### src/pkg/endpoint_descriptor_pkg.sv
// Purpose: shared constants and carriers for the endpoint descriptor block
// Assumes: 32-bit apb data, one register per aligned word
// Notes:   descriptor indices follow the low byte of the descriptor memory address
package endpoint_descriptor_pkg;

	// ----------------------------------------------------------------
	// geometry
	// ----------------------------------------------------------------
	localparam int EP_PER_DIR = 3;                 // endpoints 1..3 per direction
	localparam int SLOTS = 2 * EP_PER_DIR;         // six descriptors
	localparam int DESC_BYTES = 8;                 // bytes per descriptor
	localparam int IDX_W = 7;                      // register index width
	localparam int ADDR_W = 12;                    // apb byte address width

	// ----------------------------------------------------------------
	// descriptor entry offsets (register index within a descriptor)
	// ----------------------------------------------------------------
	localparam logic [2:0] OFS_CONFIG = 3'h0;
	localparam logic [2:0] OFS_X_BASE = 3'h1;
	localparam logic [2:0] OFS_X_COUNT = 3'h2;
	localparam logic [2:0] OFS_SPARE_A = 3'h3;
	localparam logic [2:0] OFS_SPARE_B = 3'h4;
	localparam logic [2:0] OFS_Y_BASE = 3'h5;
	localparam logic [2:0] OFS_Y_COUNT = 3'h6;
	localparam logic [2:0] OFS_SIZE = 3'h7;

	// ----------------------------------------------------------------
	// descriptor base indices (low byte of memory address ff08h...)
	// ----------------------------------------------------------------
	localparam logic [IDX_W-1:0] OUT_EP1_IDX = 7'h08;
	localparam logic [IDX_W-1:0] OUT_EP2_IDX = 7'h10;
	localparam logic [IDX_W-1:0] OUT_EP3_IDX = 7'h18;
	localparam logic [IDX_W-1:0] IN_EP1_IDX = 7'h48;
	localparam logic [IDX_W-1:0] IN_EP2_IDX = 7'h50;
	localparam logic [IDX_W-1:0] IN_EP3_IDX = 7'h58;
	localparam int IN_DIR_BIT = 6;                 // index bit that selects input side

	// interrupt registers
	localparam logic [IDX_W-1:0] IRQ_STATUS_IDX = 7'h70;
	localparam logic [IDX_W-1:0] IRQ_MASK_IDX = 7'h71;

	// ----------------------------------------------------------------
	// configuration byte fields
	// ----------------------------------------------------------------
	localparam int CFG_IRQ_EN_BIT = 2;             // completion_irq_enable
	localparam int CFG_STALL_BIT = 3;              // stall
	localparam int CFG_DOUBLE_BUFFER_ENABLE_BIT = 4;               // double_buffer_enable
	localparam int CFG_TOGGLE_BIT = 5;             // data_toggle
	localparam int CFG_ISO_BIT = 6;                // must stay 0
	localparam int CFG_ENABLE_BIT = 7;             // manager_enable
	localparam logic [7:0] CFG_RSV_MASK = 8'hFC;   // bits 1..0 read zero
	localparam int NAK_BIT = 7;                    // byte count full flag
	localparam int BASE_PAD = 3;                   // zero low bits of buffer address
	localparam int BUF_ADDR_W = 11;                // buffer address width
	localparam logic [7:0] BYTE_RESET = 8'h00;

	// ----------------------------------------------------------------
	// carriers
	// ----------------------------------------------------------------
	typedef struct packed {
		logic valid;
		logic in_dir;            // 1 = input endpoint
		logic [1:0] ep;          // 1..3
	} ep_sel_t;

	typedef struct packed {
		logic valid;
		logic in_dir;
		logic [1:0] ep;
		logic use_y;             // which buffer finished
		logic [7:0] count;       // new byte count entry, nak flag included
	} bm_done_t;

	typedef struct packed {
		logic valid;             // endpoint selected exists
		logic enabled;           // manager may service it
		logic stall;
		logic double_buffer_enable;
		logic toggle;
		logic [BUF_ADDR_W-1:0] x_addr;
		logic [BUF_ADDR_W-1:0] y_addr;
		logic [7:0] x_count;
		logic [7:0] y_count;
		logic [6:0] size;
	} bm_view_t;

endpackage : endpoint_descriptor_pkg

### src/design/endpoint_descriptor_block.sv
// Purpose: six endpoint descriptors behind apb, with a buffer manager port
// Assumes: apb and buffer manager on pclk; completion pulses last one cycle
// Notes:   pready follows one cycle into the access phase
`timescale 1ns/1ns
`default_nettype none

module endpoint_descriptor_block
	import endpoint_descriptor_pkg::*;
(
	input wire logic pclk,
	input wire logic presetn,
	input wire logic psel,
	input wire logic penable,
	input wire logic pwrite,
	input wire logic [ADDR_W-1:0] paddr,
	input wire logic [31:0] pwdata,
	output logic [31:0] prdata,
	output logic pready,
	output logic pslverr,
	input wire ep_sel_t bm_query,
	output bm_view_t bm_view,
	input wire bm_done_t bm_done,
	output logic irq
);

	// ----------------------------------------------------------------
	// storage
	// ----------------------------------------------------------------
	// shared store
	logic [7:0] desc_mem [SLOTS*DESC_BYTES];      // descriptor bytes
	logic [SLOTS-1:0] stall_reg;                  // stall bits, reset clear
	logic [SLOTS-1:0] irq_status_reg;             // sticky completion flags
	logic [SLOTS-1:0] irq_mask_reg;               // interrupt enables
	logic pready_reg;
	logic [31:0] prdata_reg;
	logic pslverr_reg;
	logic irq_reg;
	bm_view_t view_reg;

	// ----------------------------------------------------------------
	// local decode constants
	// ----------------------------------------------------------------
	// low index bits that pick the entry inside a descriptor
	localparam logic [IDX_W-1:0] ENTRY_MASK = IDX_W'(DESC_BYTES - 1);
	// single set bit, shifted to a field position
	localparam logic [7:0] BIT_ONE = 8'h01;

	// ----------------------------------------------------------------
	// address decode
	// ----------------------------------------------------------------
	logic [IDX_W-1:0] idx;                         // register index
	logic in_desc;                                 // index falls in a descriptor
	logic [2:0] slot;                              // descriptor number 0..5
	logic [2:0] ofs;                               // entry within descriptor
	logic is_status;
	logic is_mask;
	logic mapped;
	logic wr_fire;                                 // write completes this edge
	logic rd_fire;

	assign idx = paddr[IDX_W+1:2];
	assign ofs = idx[2:0];

	// decode descriptor windows and own registers
	always_comb begin
		in_desc = 1'b0;
		slot = 3'd0;
		is_status = 1'b0;
		is_mask = 1'b0;
		if (paddr[ADDR_W-1:IDX_W+2] != '0 || paddr[1:0] != 2'b00) begin
			in_desc = 1'b0;
		end else if ((idx & ~ENTRY_MASK) == OUT_EP1_IDX) begin
			in_desc = 1'b1;
			slot = 3'd0;
		end else if ((idx & ~ENTRY_MASK) == OUT_EP2_IDX) begin
			in_desc = 1'b1;
			slot = 3'd1;
		end else if ((idx & ~ENTRY_MASK) == OUT_EP3_IDX) begin
			in_desc = 1'b1;
			slot = 3'd2;
		end else if ((idx & ~ENTRY_MASK) == IN_EP1_IDX) begin
			in_desc = 1'b1;
			slot = 3'd3;
		end else if ((idx & ~ENTRY_MASK) == IN_EP2_IDX) begin
			in_desc = 1'b1;
			slot = 3'd4;
		end else if ((idx & ~ENTRY_MASK) == IN_EP3_IDX) begin
			in_desc = 1'b1;
			slot = 3'd5;
		end else if (idx == IRQ_STATUS_IDX) begin
			is_status = 1'b1;
		end else if (idx == IRQ_MASK_IDX) begin
			is_mask = 1'b1;
		end
	end

	assign mapped = in_desc | is_status | is_mask;
	assign wr_fire = psel & penable & pready_reg & pwrite & mapped;
	assign rd_fire = psel & penable & ~pready_reg & ~pwrite;

	// slot number of an endpoint reference
	function automatic logic [2:0] slot_of(input logic in_dir, input logic [1:0] ep);
		slot_of = 3'(ep - 2'd1) + (in_dir ? 3'(EP_PER_DIR) : 3'd0);
	endfunction

	// byte address inside the store
	function automatic logic [5:0] byte_of(input logic [2:0] s, input logic [2:0] o);
		byte_of = {s, o};
	endfunction

	// completion reference is real and endpoint may be used
	logic done_ok;
	logic [2:0] done_slot;
	assign done_slot = slot_of(bm_done.in_dir, bm_done.ep);
	assign done_ok = bm_done.valid && bm_done.ep != 2'd0 &&
		desc_mem[byte_of(done_slot, OFS_CONFIG)][CFG_ENABLE_BIT];

	// ----------------------------------------------------------------
	// apb handshake
	// ----------------------------------------------------------------
	// pready rises one cycle into the access phase
	always_ff @(posedge pclk or negedge presetn) begin
		if (!presetn) begin
			pready_reg <= 1'b0;
			pslverr_reg <= 1'b0;
		end else begin
			pready_reg <= psel & penable & ~pready_reg;
			pslverr_reg <= psel & penable & ~pready_reg & ~mapped;
		end
	end

	// ----------------------------------------------------------------
	// read data
	// ----------------------------------------------------------------
	// sampled before pready, so it stands at the completing edge
	always_ff @(posedge pclk or negedge presetn) begin
		if (!presetn) begin
			prdata_reg <= '0;
		end else if (rd_fire) begin
			prdata_reg <= '0;
			if (in_desc) begin
				if (ofs == OFS_CONFIG) begin
					prdata_reg[7:0] <= (desc_mem[byte_of(slot, ofs)] & CFG_RSV_MASK &
						~(BIT_ONE << CFG_STALL_BIT)) | (8'(stall_reg[slot]) << CFG_STALL_BIT);
				end else if (ofs == OFS_SPARE_A || ofs == OFS_SPARE_B) begin
					prdata_reg[7:0] <= BYTE_RESET;
				end else begin
					prdata_reg[7:0] <= desc_mem[byte_of(slot, ofs)];
				end
			end else if (is_status) begin
				prdata_reg[SLOTS-1:0] <= irq_status_reg;
			end else if (is_mask) begin
				prdata_reg[SLOTS-1:0] <= irq_mask_reg;
			end
		end
	end

	// ----------------------------------------------------------------
	// descriptor store
	// ----------------------------------------------------------------
	// firmware writes; hardware updates count and toggle on completion
	always_ff @(posedge pclk or negedge presetn) begin
		if (!presetn) begin
			for (int i = 0; i < SLOTS*DESC_BYTES; i++) begin
				desc_mem[i] <= BYTE_RESET;
			end
		end else begin
			if (wr_fire && in_desc && ofs != OFS_SPARE_A && ofs != OFS_SPARE_B) begin
				desc_mem[byte_of(slot, ofs)] <= pwdata[7:0];
			end
			if (done_ok) begin
				if (bm_done.use_y) begin
					desc_mem[byte_of(done_slot, OFS_Y_COUNT)] <= bm_done.count;
				end else begin
					desc_mem[byte_of(done_slot, OFS_X_COUNT)] <= bm_done.count;
				end
				desc_mem[byte_of(done_slot, OFS_CONFIG)][CFG_TOGGLE_BIT] <=
					~desc_mem[byte_of(done_slot, OFS_CONFIG)][CFG_TOGGLE_BIT];
				// base entries are not touched here
			end
		end
	end

	// ----------------------------------------------------------------
	// stall bits
	// ----------------------------------------------------------------
	// stall clears at reset
	always_ff @(posedge pclk or negedge presetn) begin
		if (!presetn) begin
			stall_reg <= '0;
		end else if (wr_fire && in_desc && ofs == OFS_CONFIG) begin
			stall_reg[slot] <= pwdata[CFG_STALL_BIT];
		end
	end

	// ----------------------------------------------------------------
	// interrupt registers
	// ----------------------------------------------------------------
	// mask register
	always_ff @(posedge pclk or negedge presetn) begin
		if (!presetn) begin
			irq_mask_reg <= '0;
		end else if (wr_fire && is_mask) begin
			irq_mask_reg <= pwdata[SLOTS-1:0];
		end
	end

	// sticky status, write one clears, a new event wins
	always_ff @(posedge pclk or negedge presetn) begin
		if (!presetn) begin
			irq_status_reg <= '0;
		end else begin
			for (int i = 0; i < SLOTS; i++) begin
				if (done_ok && done_slot == 3'(i) &&
					desc_mem[byte_of(done_slot, OFS_CONFIG)][CFG_IRQ_EN_BIT]) begin
					irq_status_reg[i] <= 1'b1;
				end else if (wr_fire && is_status && pwdata[i]) begin
					irq_status_reg[i] <= 1'b0;
				end
			end
		end
	end

	// level interrupt from unmasked status
	always_ff @(posedge pclk or negedge presetn) begin
		if (!presetn) begin
			irq_reg <= 1'b0;
		end else begin
			irq_reg <= |(irq_status_reg & irq_mask_reg);
		end
	end

	// ----------------------------------------------------------------
	// buffer manager view
	// ----------------------------------------------------------------
	logic [2:0] q_slot;
	logic [7:0] q_cfg;
	assign q_slot = slot_of(bm_query.in_dir, bm_query.ep);
	assign q_cfg = desc_mem[byte_of(q_slot, OFS_CONFIG)];

	always_ff @(posedge pclk or negedge presetn) begin
		if (!presetn) begin
			view_reg <= '0;
		end else if (bm_query.valid && bm_query.ep != 2'd0) begin
			view_reg.valid <= 1'b1;
			view_reg.enabled <= q_cfg[CFG_ENABLE_BIT];
			view_reg.stall <= stall_reg[q_slot];
			view_reg.double_buffer_enable <= q_cfg[CFG_DOUBLE_BUFFER_ENABLE_BIT];
			view_reg.toggle <= q_cfg[CFG_TOGGLE_BIT];
			view_reg.x_addr <= {desc_mem[byte_of(q_slot, OFS_X_BASE)], BASE_PAD'(0)};
			view_reg.y_addr <= {desc_mem[byte_of(q_slot, OFS_Y_BASE)], BASE_PAD'(0)};
			view_reg.x_count <= desc_mem[byte_of(q_slot, OFS_X_COUNT)];
			view_reg.y_count <= desc_mem[byte_of(q_slot, OFS_Y_COUNT)];
			view_reg.size <= desc_mem[byte_of(q_slot, OFS_SIZE)][6:0];
		end else begin
			view_reg.valid <= 1'b0;
		end
	end

	// ----------------------------------------------------------------
	// outputs
	// ----------------------------------------------------------------
	assign prdata = prdata_reg;
	assign pready = pready_reg;
	assign pslverr = pslverr_reg;
	assign irq = irq_reg;
	assign bm_view = view_reg;

endmodule : endpoint_descriptor_block

`default_nettype wire

### config.mk
export PLATFORM = sky130hd
export DESIGN_NAME = endpoint_descriptor_block
export DESIGN_NICKNAME = d
export VERILOG_FILES = /design/src/pkg/endpoint_descriptor_pkg.sv /design/src/design/endpoint_descriptor_block.sv
export SDC_FILE = /design/constraint.sdc
export NUM_CORES = 1
export LEC_CHECK = 0
export BUFFER_PORTS_ARGS = -buffer_cell sky130_fd_sc_hd__buf_4
export CELL_PAD_IN_SITES_DETAIL_PLACEMENT = 2
export CELL_PAD_IN_SITES_GLOBAL_PLACEMENT = 2
export CORE_ASPECT_RATIO = 1.1
export CORE_UTILIZATION = 45
export CTS_BUF_LIST = sky130_fd_sc_hd__clkbuf_16
export CTS_CLUSTER_SIZE = 10
export DETAILED_ROUTE_END_ITERATION = 8
export GPL_ROUTABILITY_DRIVEN = 1
export GPL_TIMING_DRIVEN = 0
export PLACE_DENSITY = 0.84
export SYNTH_ARGS = -nofsm -noshare
export SYNTH_HDL_FRONTEND = slang
export SYNTH_SLANG_ARGS = --single-unit
### constraint.sdc
create_clock -name pclk -period 4.1 [get_ports pclk]
set_input_delay 0.41 -clock pclk [delete_from_list [all_inputs] [get_ports pclk]]
set_output_delay 0.41 -clock pclk [all_outputs]
set_load 0.05 [all_outputs]
## After elaboration in Yosys (flattened, before gate mapping)

Cells that the tools add are included.

- Register bits: 457
- Output and inout bits: 85
- Word-level logic and storage cells: 279

- Add/subtract/negate cells: 4
- Magnitude comparators: 17
- Equality and inequality tests: 17
- Multiplexer cells: 99
- Bitwise operators: 25
- Reductions and logical operators: 47

Operator list:

| cell | count |
|---|---|
| $bwmux W384 | 4 |
| $mux W384 | 4 |
| $bmux W8 S6 | 8 |
| $demux W8 S6 | 4 |
| $mux W8 | 19 |
| $ge A7 B7 Y1 const B | 10 |
| $not A6 Y7 | 10 |
| $mux W1 | 40 |
| $logic_and A1 B1 Y1 | 32 |
| $lt A7 B1 Y1 const B | 4 |
| $mux W6 | 4 |
| $mux W3 | 7 |
| $reduce_bool A2 Y1 | 9 |
| $eq A7 B7 Y1 const B | 2 |
| $mux W7 | 2 |
| $eq A4 B4 Y1 const B | 3 |
| $eq A3 B2 Y1 const B | 3 |
| $eq A3 B3 Y1 const B | 3 |
| $eq A4 B2 Y1 const B | 2 |
| $lt A3 B4 Y1 const B | 2 |
| $or A8 B4 Y8 | 1 |
| $and A1 B1 Y1 | 7 |
| $add A3 B2 Y3 | 2 |
| $and A6 B6 Y6 | 1 |
| 16 further kinds | 26 |

## Longest topological paths before layout

Gate-level depths: netlist (run 1).

- Word-level depth: 21
- Depth in mapped cells: 12
- Mapped depth without buffers: 10

## Worst setup path after synthesis (run 1)

OpenSTA, ideal clock, no wires.

- Path kind: input to register
- Start: input paddr[7]
- End: register desc_mem[64] (netlist bit)
- Library setup time: 128 ps
- Arrival: 2,711 ps
- Required time: 3,972 ps
- Slack: 1,261 ps
- Stages on the path: 8
- Buffers on the path: 2
- Cells stage by stage: or4_1 clkbuf_1 or4_1 clkbuf_1 or2_1 nor2_4 nand2_2 mux2_1

- Cells in the longest elaborated chain, start to end: 21
- Elaborated cells between the ends (all ways): 59

Ends and longest elaborated chain:

| item | line | text |
|---|---|---|
| start, declared | endpoint_descriptor_block.sv:15 | `input wire logic [ADDR_W-1:0] paddr,` |
| parallel branches: the longest is 15 deep, another holds $ge A7 B7 Y1 | - |  |
| $mux W384 * | endpoint_descriptor_block.sv:168 | `if (wr_fire && in_desc && ofs != OFS_SPARE_A && ofs != OFS_SPARE_B) begin` |
| $bwmux W384, on equally long branches | endpoint_descriptor_block.sv:175, endpoint_descriptor_block.sv:173 |  |
| $mux W384 | endpoint_descriptor_block.sv:172 | `if (bm_done.use_y) begin` |
| $mux W384 | endpoint_descriptor_block.sv:171 | `if (done_ok) begin` |
| $bwmux W384 | endpoint_descriptor_block.sv:177 | `desc_mem[byte_of(done_slot, OFS_CONFIG)][CFG_TOGGLE_BIT] <=` |
| $mux W384 * | endpoint_descriptor_block.sv:171 |  |
| end signal, assigned by index | endpoint_descriptor_block.sv:173 | `desc_mem[byte_of(done_slot, OFS_Y_COUNT)] <= bm_done.count;` |
| end signal, assigned by index | endpoint_descriptor_block.sv:175 | `desc_mem[byte_of(done_slot, OFS_X_COUNT)] <= bm_done.count;` |
| end signal, assigned by index | endpoint_descriptor_block.sv:177 |  |
| end, declared | endpoint_descriptor_block.sv:30 | `logic [7:0] desc_mem [SLOTS*DESC_BYTES];` |

Every way passes the cells marked *. The select of a mux whose other input is x is not followed.
A chain may end at the register's enable or synchronous reset.

## Final worst setup path (run 1)

- Start: input paddr[2]
- End: register prdata_reg[2], in the netlist prdata[2]

- Cells in the longest elaborated chain, start to end: 13
- Elaborated cells between the ends (all ways): 33

Ends and longest elaborated chain:

| item | line | text |
|---|---|---|
| $eq A7 B7 Y1 | endpoint_descriptor_block.sv:92 | `end else if (idx == IRQ_MASK_IDX) begin` |
| $mux W1 | endpoint_descriptor_block.sv:92 |  |
| $mux W1 | endpoint_descriptor_block.sv:90 | `end else if (idx == IRQ_STATUS_IDX) begin` |
| $mux W1 | endpoint_descriptor_block.sv:87 | `end else if ((idx & ~ENTRY_MASK) == IN_EP3_IDX) begin` |
| $mux W1 | endpoint_descriptor_block.sv:84 | `end else if ((idx & ~ENTRY_MASK) == IN_EP2_IDX) begin` |
| $mux W1 | endpoint_descriptor_block.sv:81 | `end else if ((idx & ~ENTRY_MASK) == IN_EP1_IDX) begin` |
| $mux W1 | endpoint_descriptor_block.sv:78 | `end else if ((idx & ~ENTRY_MASK) == OUT_EP3_IDX) begin` |
| $mux W1 | endpoint_descriptor_block.sv:75 | `end else if ((idx & ~ENTRY_MASK) == OUT_EP2_IDX) begin` |
| $mux W1 | endpoint_descriptor_block.sv:72 | `end else if ((idx & ~ENTRY_MASK) == OUT_EP1_IDX) begin` |
| $mux W1 | endpoint_descriptor_block.sv:70 | `if (paddr[ADDR_W-1:IDX_W+2] != '0 \|\| paddr[1:0] != 2'b00) begin` |
| $mux W6 | endpoint_descriptor_block.sv:152 | `end else if (is_mask) begin` |
| $mux W6 | endpoint_descriptor_block.sv:150 | `end else if (is_status) begin` |
| $mux W6 * | endpoint_descriptor_block.sv:141 | `if (in_desc) begin` |
| end signal, assigned | endpoint_descriptor_block.sv:143 | `prdata_reg[7:0] <= (desc_mem[byte_of(slot, ofs)] & CFG_RSV_MASK &` |
| end signal, assigned by index | endpoint_descriptor_block.sv:151 | `prdata_reg[SLOTS-1:0] <= irq_status_reg;` |
| end signal, assigned by index | endpoint_descriptor_block.sv:153 | `prdata_reg[SLOTS-1:0] <= irq_mask_reg;` |
| end, declared | endpoint_descriptor_block.sv:35 | `logic [31:0] prdata_reg;` |

Every way passes the cells marked *; elsewhere a longest branch is shown, timed or not. The select of a mux whose other input is x is not followed.

==> impl_metrics.env, run 1 <==
export IMPL_slew_violations=11
export IMPL_min_period_ns=4.226
export IMPL_grt_pass1_vias=20925
export IMPL_hpwl_mm=77.55
export IMPL_initial_utilization_pct=45.82
export IMPL_routedWlPerCell_um=38.88
export IMPL_grt_pass1_wl_mm=156.1
export IMPL_pre_cts_slack_ns=-0.9633
export IMPL_via_count=19313
export IMPL_clkLatencyLatePin_ns=0.62
export IMPL_critPathTopFamily="buffers and inverters"
export IMPL_post_route_util_pct=52.01
export IMPL_rows=86
export IMPL_die_x_um=217.9
export IMPL_clockBufferDepth=3
export IMPL_dieArea_mm2=0.05219
export IMPL_drt_iter0_markers=2108
export IMPL_hold_viol_final=0
export IMPL_syn_avg_cell_area_um2=11.66
export IMPL_seqCellArea_mm2=0.01139
export IMPL_cp_num_buf_inv=4
export IMPL_clk_pin_slew_ns=0.06
export IMPL_setup_viol=2
export IMPL_fin_ws_ns=-0.1261
export IMPL_cp_arrival_ns=4.67
export IMPL_viasPerCell=6.829
export IMPL_synth_top_cells_by_area="dfrtp_1 49%, mux4_2 11%, mux2_2 9.7%"
export IMPL_design_area_mm2=0.02619
export IMPL_crit_type="primary input to flop"
export IMPL_ant_nets=0
export IMPL_synthesis_area_mm2=0.02307
export IMPL_violations="capacitance limit, slew limit, setup timing"
export IMPL_clockPowerShare_pct=43.1
export IMPL_skew_ns=0.01912
export IMPL_fmax_mhz=236.6
export IMPL_peakVddDrop_mv=0.2861
export IMPL_cts_tree="built"
export IMPL_slew_headroom_pct=-2.292
export IMPL_synth_seq_cells=455
export IMPL_grt_overflow=0
export IMPL_synth_most_common_cell="dfrtp_1"
export IMPL_layout_drive_gt1_share_pct=24.18
export IMPL_port_buffers=85
export IMPL_die_y_um=239.5
export IMPL_power_leakage_nw=12.71
export IMPL_yosysUniqueCellTypes=64
export IMPL_required_ns=4.54
export IMPL_largest_reg_flops=382
export IMPL_io_pins=151
export IMPL_syn_inst=1979
export IMPL_finalCritPeriodShare_pct=103.1
export IMPL_post_cts_buffers=0
export IMPL_clock_sinks=455
export IMPL_placed_area_mm2=0.02474
export IMPL_cts_buffers=53
export IMPL_slowest_stage="clkbuf_1"
export IMPL_drc=0
export IMPL_fill_cells=4953
export IMPL_ys_warn_count=0
export IMPL_rsz0062_at_grt="yes"
export IMPL_cp_cell_sequence="buf_2 > clkdlybuf4s15_1 > clkbuf_1 > clkbuf_1 > o21ai_0 > nand2_1 > a31oi_1 > a2111oi_0 > o21ai_0"
export IMPL_power_per_cell_area_mw_per_mm2=374.6
export IMPL_gp_congestion=0.9973
export IMPL_antenna_found_initial=12
export IMPL_cp_max_fo=10
export IMPL_cap_violations=1
export IMPL_synth_ff_type="dfrtp_1"
export IMPL_netlist_area_leader_share_pct=49.34
export IMPL_max_stage_delay_ns=0.94
export IMPL_start_kind="primary input"
export IMPL_yosysTopAreaCell="dfrtp_1"
export IMPL_areaGrowthSynthToFinish_pct=13.51
export IMPL_dp_cells=2756
export IMPL_grt_max_degree=121
export IMPL_grtUsageTotal_pct=43.00
export IMPL_root_buffer="clkbuf_16"
export IMPL_hold_class="primary input to flop"
export IMPL_wl_mm=110.0
export IMPL_outcome="finished, violations left"
export IMPL_p_int_mw=7.034
export IMPL_cts_htree_levels=2
export IMPL_holdWs_ns=0.07888
export IMPL_design_core_area_mm2=0.05036
export IMPL_seq_area_frac_synth_pct=49.34
export IMPL_switchingPower_mw=2.779
export IMPL_ys_async_sr_fraction_pct=100.0
export IMPL_power_frac_comb_pct=10.9
export IMPL_synth_edf_count=0
export IMPL_endpoint_kind="flop"
export IMPL_setup_tns_ns=-0.1365
export IMPL_switching_share_pct=28.32
export IMPL_worst_slew_pin_slew_ns=1.526
export IMPL_nets=2223
export IMPL_final_cells=2828
export IMPL_multi_input_area_mm2=0.01061
export IMPL_yosys_top_cells_count="455 x dfrtp_1, 201 x clkbuf_1, 198 x mux2_2"
export IMPL_finalPower_mw=9.813
export IMPL_first_pass_iters=5
export IMPL_pwr_share_seq_pct=46.0
cell families after synthesis:
kind of cell | synth area share [%]
simple gates | 7.716
xor+xnor | 0.1139
other cells | 0.01625
fa+ha+maj | 0.3253
compound gates | 7.971
mux | 29.35
buf+inv | 5.162
flops | 49.34
final timing paths:
kind | start | to | slack [ns] | depth (start not counted)
max | paddr[2] | prdata[2] | -0.13 | 9
min | bm_done[0] | desc_mem[136] | 0.08 | 3
max reg2reg | pready | desc_mem[334] | 0.60 | 7
min reg2reg | desc_mem[351] | desc_mem[351] | 0.45 | 1
max in group asynchronous | presetn | bm_view[37] | 1.96 | 4
min in group asynchronous | presetn | desc_mem[168] | 0.38 | 2
routing by layer:
metal	track usage, %	up-vias	part of all wire, %
met5	0	-	0.077
met4	31.04	14	8.3
met3	12.00	454	9.8
met2	65.66	1246	45
met1	52.32	10230	37
li1	-	7369	-
what timing repair did:
| item | 4_1_cts | 5_1_grt |
|---|---|---|
| resized for setup | 8 | 4 |
| hold endpoints to repair | 110 | 0 |
| setup endpoints to repair | 55 | 4 |
| hold buffers | 1 | 0 |
worst min-delay path, delay by kind of cell:
kind | cells | cell delay (ns)
AOI/OAI and AO/OA | 1 | 0.10
and+or+nand+nor | 1 | 0.04
buffers and inverters | 1 | 0.10
layout by cell type (no fill, tap or decap), types with 53 or more instances in the layout:
master and count:
clkbuf_1 198, buf_4 114, nor3_1 54, nor2_1 97, clkbuf_16 53, nand2_1 170, mux2_2 198, a21oi_1 117
dfrtp_1 455, o21ai_0 107, mux2i_1 194, mux4_2 109
final cells by class:
class	instances	area share [%]
sequential	455	43.47
multi-input combinational	1269	40.49
clock buffer	53	5.064
buffer	270	4.495
tap	660	3.153
timing repair buffer	89	2.818
clock inverter	18	0.3105
inverter	13	0.1863
antenna	1	0.009554
power by group through the flow:
stage / Combinational [mW] / Sequential (mW) / Clock (mW)
3_5_place_dp: 1.03 / 4.60 / 0
3_3_place_gp: 0.992 / 4.60 / 0
4_1_cts: 1.04 / 4.52 / 4.23
5_1_grt: 1.10 / 4.51 / 4.36
2_1_floorplan: 0.491 / 4.64 / 0
6_report: 1.07 / 4.51 / 4.23
No activity file was read; power rests on OpenSTA's default activity.
==> run 2: changes to the inputs <==
- clock period: 4.1 -> 5.3 ns (I/O delays scaled with it)
==> impl_metrics.env, run 2 (synthesis results as in run 1) <==
export IMPL_outcome="finished, violations left"
export IMPL_violations="hold timing, capacitance limit, slew limit"
export IMPL_start_kind="primary input"
export IMPL_slew_headroom_pct=-1.635
export IMPL_busiest_layer="met2"
export IMPL_drt_iter0_markers=2136
export IMPL_cp_cell_sequence="buf_2 > buf_2 > buf_1 > clkbuf_1 > buf_1 > o22ai_1 > a2111oi_0 > nor3_1 > o2bb2ai_1"
export IMPL_cts_buffers=53
export IMPL_r2r_cells=7
export IMPL_viasPerCell=6.782
export IMPL_areaGrowthSynthToFinish_pct=13.41
export IMPL_grt_pass1_vias=20931
export IMPL_switchingPower_mw=2.148
export IMPL_antenna_found_initial=13
export IMPL_die_y_um=239.5
export IMPL_routedWlPerCell_um=38.80
export IMPL_peakVddDrop_mv=0.2189
export IMPL_power_per_cell_area_mw_per_mm2=290.0
export IMPL_final_cell_mix="455 x dfrtp_1, 201 x clkbuf_1, 198 x mux2_2"
export IMPL_cp_arrival_ns=5.35
export IMPL_cts_resized_gates=0
export IMPL_cts_tree="built"
export IMPL_finalPower_mw=7.588
export IMPL_hold_viol_final=13
export IMPL_power_leakage_nw=12.69
export IMPL_port_buffers=85
export IMPL_largest_reg_flops=382
export IMPL_nets=2224
export IMPL_hpwl_mm=77.55
export IMPL_finalCritPeriodShare_pct=91.19
export IMPL_switching_share_pct=28.31
export IMPL_pwr_share_seq_pct=46.0
export IMPL_fmax_mhz=206.9
export IMPL_hold_class="primary input to asynchronous set/reset pin"
export IMPL_multi_input_area_mm2=0.01061
export IMPL_clkLatencyLatePin_ns=0.62
export IMPL_clock_sinks=455
export IMPL_grt_overflow=0
export IMPL_required_ns=5.82
export IMPL_post_cts_buffers=0
export IMPL_rsz0062_at_grt="no"
export IMPL_first_pass_iters=5
export IMPL_gp_congestion=0.9973
export IMPL_drc=0
export IMPL_holdWs_ns=-0.04093
export IMPL_grtUsageMet2_pct=65.68
export IMPL_seqCellArea_mm2=0.01139
export IMPL_min_period_ns=4.833
export IMPL_setup_viol=0
export IMPL_placed_area_mm2=0.02474
export IMPL_rows=86
export IMPL_fill_cells=4952
export IMPL_design_area_mm2=0.02617
export IMPL_endpoint_kind="flop"
export IMPL_root_buffer="clkbuf_16"
export IMPL_power_frac_comb_pct=10.9
export IMPL_clk_pin_slew_ns=0.06
export IMPL_grt_max_degree=121
export IMPL_wl_mm=109.8
export IMPL_die_x_um=217.9
export IMPL_io_pins=151
export IMPL_clockBufferDepth=3
export IMPL_post_route_util_pct=51.97
export IMPL_via_count=19201
export IMPL_use_met1_pct=51.63
export IMPL_design_core_area_mm2=0.05036
export IMPL_grt_pass1_wl_mm=156.1
export IMPL_layout_drive_gt1_share_pct=23.99
export IMPL_ant_nets=0
export IMPL_dieArea_mm2=0.05219
export IMPL_skew_ns=0.02604
export IMPL_max_stage_delay_ns=1.01
export IMPL_p_int_mw=5.440
export IMPL_cp_max_fo=10
export IMPL_initial_utilization_pct=45.82
export IMPL_worst_slew_pin_slew_ns=1.516
export IMPL_cap_violations=1
export IMPL_crit_type="primary input to flop"
export IMPL_slew_violations=11
export IMPL_grtUsageTotal_pct=42.98
export IMPL_final_common_cell="dfrtp_1"
export IMPL_use_met3_pct=12.97
export IMPL_postCtsHoldBufs=0
export IMPL_setup_tns_ns=0
export IMPL_clockPowerShare_pct=43.1
export IMPL_slowest_stage="clkbuf_1"
export IMPL_cts_htree_levels=2
==> run 2: layout make-up <==
class | instances | area share, %
sequential | 455 | 43.51
inverter | 13 | 0.1865
multi-input combinational | 1269 | 40.53
timing repair buffer | 89 | 2.840
tap | 660 | 3.156
clock inverter | 18 | 0.3108
clock buffer | 53 | 5.068
buffer | 271 | 4.370
antenna | 3 | 0.02869
==> run 2: stage by stage <==
step,worst slack (ns),cells
floorplan,2.341,2008
global placement,-1.100,2753
detailed placement,0.1167,2756
CTS,0.7054,2827
global route,0.5729,2828
finish,0.4669,2831
==> run 2: metal layers <==
metal	wire length [um]	vias to the layer above
li1	-	7374
met4	8922	16
met3	11280	443
met5	106	-
met2	49830	1221
met1	39710	10147
==> run 2: path summary, 6_finish.rpt <==
kind | startpoint | endpoint | slack (ns)
worst max-delay path | paddr[2] | prdata[7] | 0.47
min in group pclk | bm_done[6] | desc_mem[174] | 0.20
worst min register to register | desc_mem[351] | desc_mem[351] | 0.45
worst max register to register | pready | desc_mem[334] | 1.77
worst min-delay path | presetn | desc_mem[168] | -0.04
max in group asynchronous | presetn | bm_view[47] | 3.63
==> run 2: worst max-delay path: cells and delay by family <==
kind | cells | cell delay (ns)
simple gates | 1 | 0.27
compound gates | 3 | 0.94
buf+inv | 5 | 3.58
==> run 2: power groups by stage <==
stage | Clock [mW] | Combinational (mW) | Sequential [mW]
final | 3.27 | 0.826 | 3.49
after detailed placement | 0 | 0.795 | 3.56
after global placement | 0 | 0.767 | 3.56
after CTS | 3.27 | 0.802 | 3.49
after floorplan | 0 | 0.380 | 3.59
after global routing | 3.37 | 0.846 | 3.49
==> run 3: changes to the inputs <==
- PLACE_DENSITY: 0.84 -> 0.89
==> impl_metrics.env, run 3 (synthesis results as in run 1) <==
export IMPL_outcome="finished, violations left"
export IMPL_violations="capacitance limit, slew limit"
export IMPL_setup_viol=0
export IMPL_switchingPower_mw=2.162
export IMPL_power_leakage_nw=12.72
export IMPL_cp_max_fo=10
export IMPL_hold_class="primary input to flop"
export IMPL_clkLatencyLatePin_ns=0.63
export IMPL_hold_viol_final=0
export IMPL_clk_pin_slew_ns=0.06
export IMPL_cts_resized_gates=0
export IMPL_power_frac_comb_pct=11.0
export IMPL_design_core_area_mm2=0.05036
export IMPL_post_route_util_pct=52.15
export IMPL_initial_utilization_pct=45.82
export IMPL_max_stage_delay_ns=1.24
export IMPL_first_pass_iters=6
export IMPL_antenna_found_initial=14
export IMPL_dp_cells=2757
export IMPL_cp_cell_sequence="buf_2 > buf_2 > buf_1 > clkbuf_1 > buf_1 > o22ai_1 > a2111oi_0 > nor3_1 > o2bb2ai_1"
export IMPL_rows=86
export IMPL_wl_mm=113.4
export IMPL_slew_violations=33
export IMPL_drt_iter0_markers=2439
export IMPL_required_ns=5.83
export IMPL_largest_reg_flops=382
export IMPL_min_period_ns=5.280
export IMPL_drc=0
export IMPL_pre_cts_slack_ns=-0.03099
export IMPL_clockPowerShare_pct=43.4
export IMPL_skew_ns=0.02402
export IMPL_die_y_um=239.5
export IMPL_grt_max_degree=101
export IMPL_grt_pass1_wl_mm=159.9
export IMPL_clock_sinks=455
export IMPL_setup_tns_ns=0
export IMPL_multi_input_area_mm2=0.01061
export IMPL_endpoint_kind="flop"
export IMPL_pwr_share_seq_pct=45.6
export IMPL_die_x_um=217.9
export IMPL_gp_congestion=1.022
export IMPL_layout_drive_gt1_share_pct=23.88
export IMPL_r2r_setup_slack_ns=1.83
export IMPL_grtUsageTotal_pct=44.19
export IMPL_switching_share_pct=28.22
export IMPL_p_int_mw=5.500
export IMPL_cts_htree_levels=2
export IMPL_viasPerCell=6.969
export IMPL_dieArea_mm2=0.05219
export IMPL_ant_nets=0
export IMPL_cts_tree="built"
export IMPL_cp_arrival_ns=5.81
export IMPL_finalCritPeriodShare_pct=99.61
export IMPL_grt_pass1_vias=21269
export IMPL_cap_violations=3
export IMPL_port_buffers=85
export IMPL_areaGrowthSynthToFinish_pct=13.81
export IMPL_power_per_cell_area_mw_per_mm2=291.8
export IMPL_seqCellArea_mm2=0.01139
export IMPL_final_common_cell="dfrtp_1"
export IMPL_final_cell_mix="455 x dfrtp_1, 201 x clkbuf_1, 198 x mux2_2"
export IMPL_grt_overflow=0
export IMPL_io_pins=151
export IMPL_nets=2226
export IMPL_via_count=19792
export IMPL_slowest_stage="clkbuf_1"
export IMPL_crit_type="primary input to flop"
export IMPL_fin_ws_ns=0.02045
export IMPL_worst_slew_pin_slew_ns=1.607
export IMPL_final_cells=2840
export IMPL_root_buffer="clkbuf_16"
export IMPL_hpwl_mm=79.98
export IMPL_cts_buffers=53
export IMPL_routedWlPerCell_um=39.92
export IMPL_start_kind="primary input"
export IMPL_rsz0062_at_grt="no"
export IMPL_peakVddDrop_mv=0.2302
export IMPL_clockBufferDepth=3
export IMPL_fill_cells=4892
export IMPL_fmax_mhz=189.4
export IMPL_slew_headroom_pct=-7.159
## run 3: cell count changes in the layout (fill, tap and decap cells not counted), sizes merged
cell         delta
buf             +1
clkbuf          +2
clkinv          +1
diode           +4
dlygate4sd3     +1
## run 3: critical path, delay by kind of cell
kind,cells,cell delay [ns]
buffers and inverters,5,3.86
AOI/OAI and AO/OA,3,1.07
and+or+nand+nor,1,0.29
## run 3: power by group through the flow
stage	clock, mW	sequential (mW)	combinational [mW]
floorplan	0	3.59	0.380
global placement	0	3.56	0.765
detailed placement	0	3.55	0.798
CTS	3.32	3.49	0.808
global route	3.43	3.49	0.850
finish	3.33	3.49	0.840
## run 3: repair_timing
item                                   CTS  global route
setup buffers                            0             0
endpoints found under the hold margin   45             0
hold buffers                             1             0
## run 3: worst paths after layout
check	start	to	cells past startpoint
worst max-delay path	paddr[2]	prdata[7]	9
worst min-delay path	bm_done[6]	desc_mem[142]	3
worst max register to register	pready	desc_mem[303]	7
worst min register to register	desc_mem[292]	desc_mem[292]	1
max in group asynchronous	presetn	desc_mem[312]	4
min in group asynchronous	presetn	desc_mem[268]	2
## run 3: per-stage QoR
stage          hold slack (ns)  total power, mW  area, um^2
6_report                0.1910            7.662       26260
3_3_place_gp            0.4345            4.321       24650
3_5_place_dp            0.4424            4.352       24770
2_1_floorplan           0.2344            3.968       23180
5_1_grt                 0.2151            7.769       26240
4_1_cts                 0.1796            7.622       26230
## run 3: final cells by class
type,count,share of cell area [%]
multi-input cells,1269,40.39
repair buffers,91,2.973
clock buffers,55,5.241
inverters,13,0.1858
well taps,660,3.145
plain buffers,271,4.355
diodes,7,0.06670
flip-flops and latches,455,43.36
clock inverters,19,0.2906
## run 3: per-layer routing
metal,part of all wire [%],track usage [%],up-vias,routed length (um)
li1,-,-,7376,-
met1,36,52.43,10421,40290
met2,45,68.08,1500,51580
met3,10,13.00,485,11510
met4,8.6,32.36,10,9708
met5,0.26,2.095,-,291
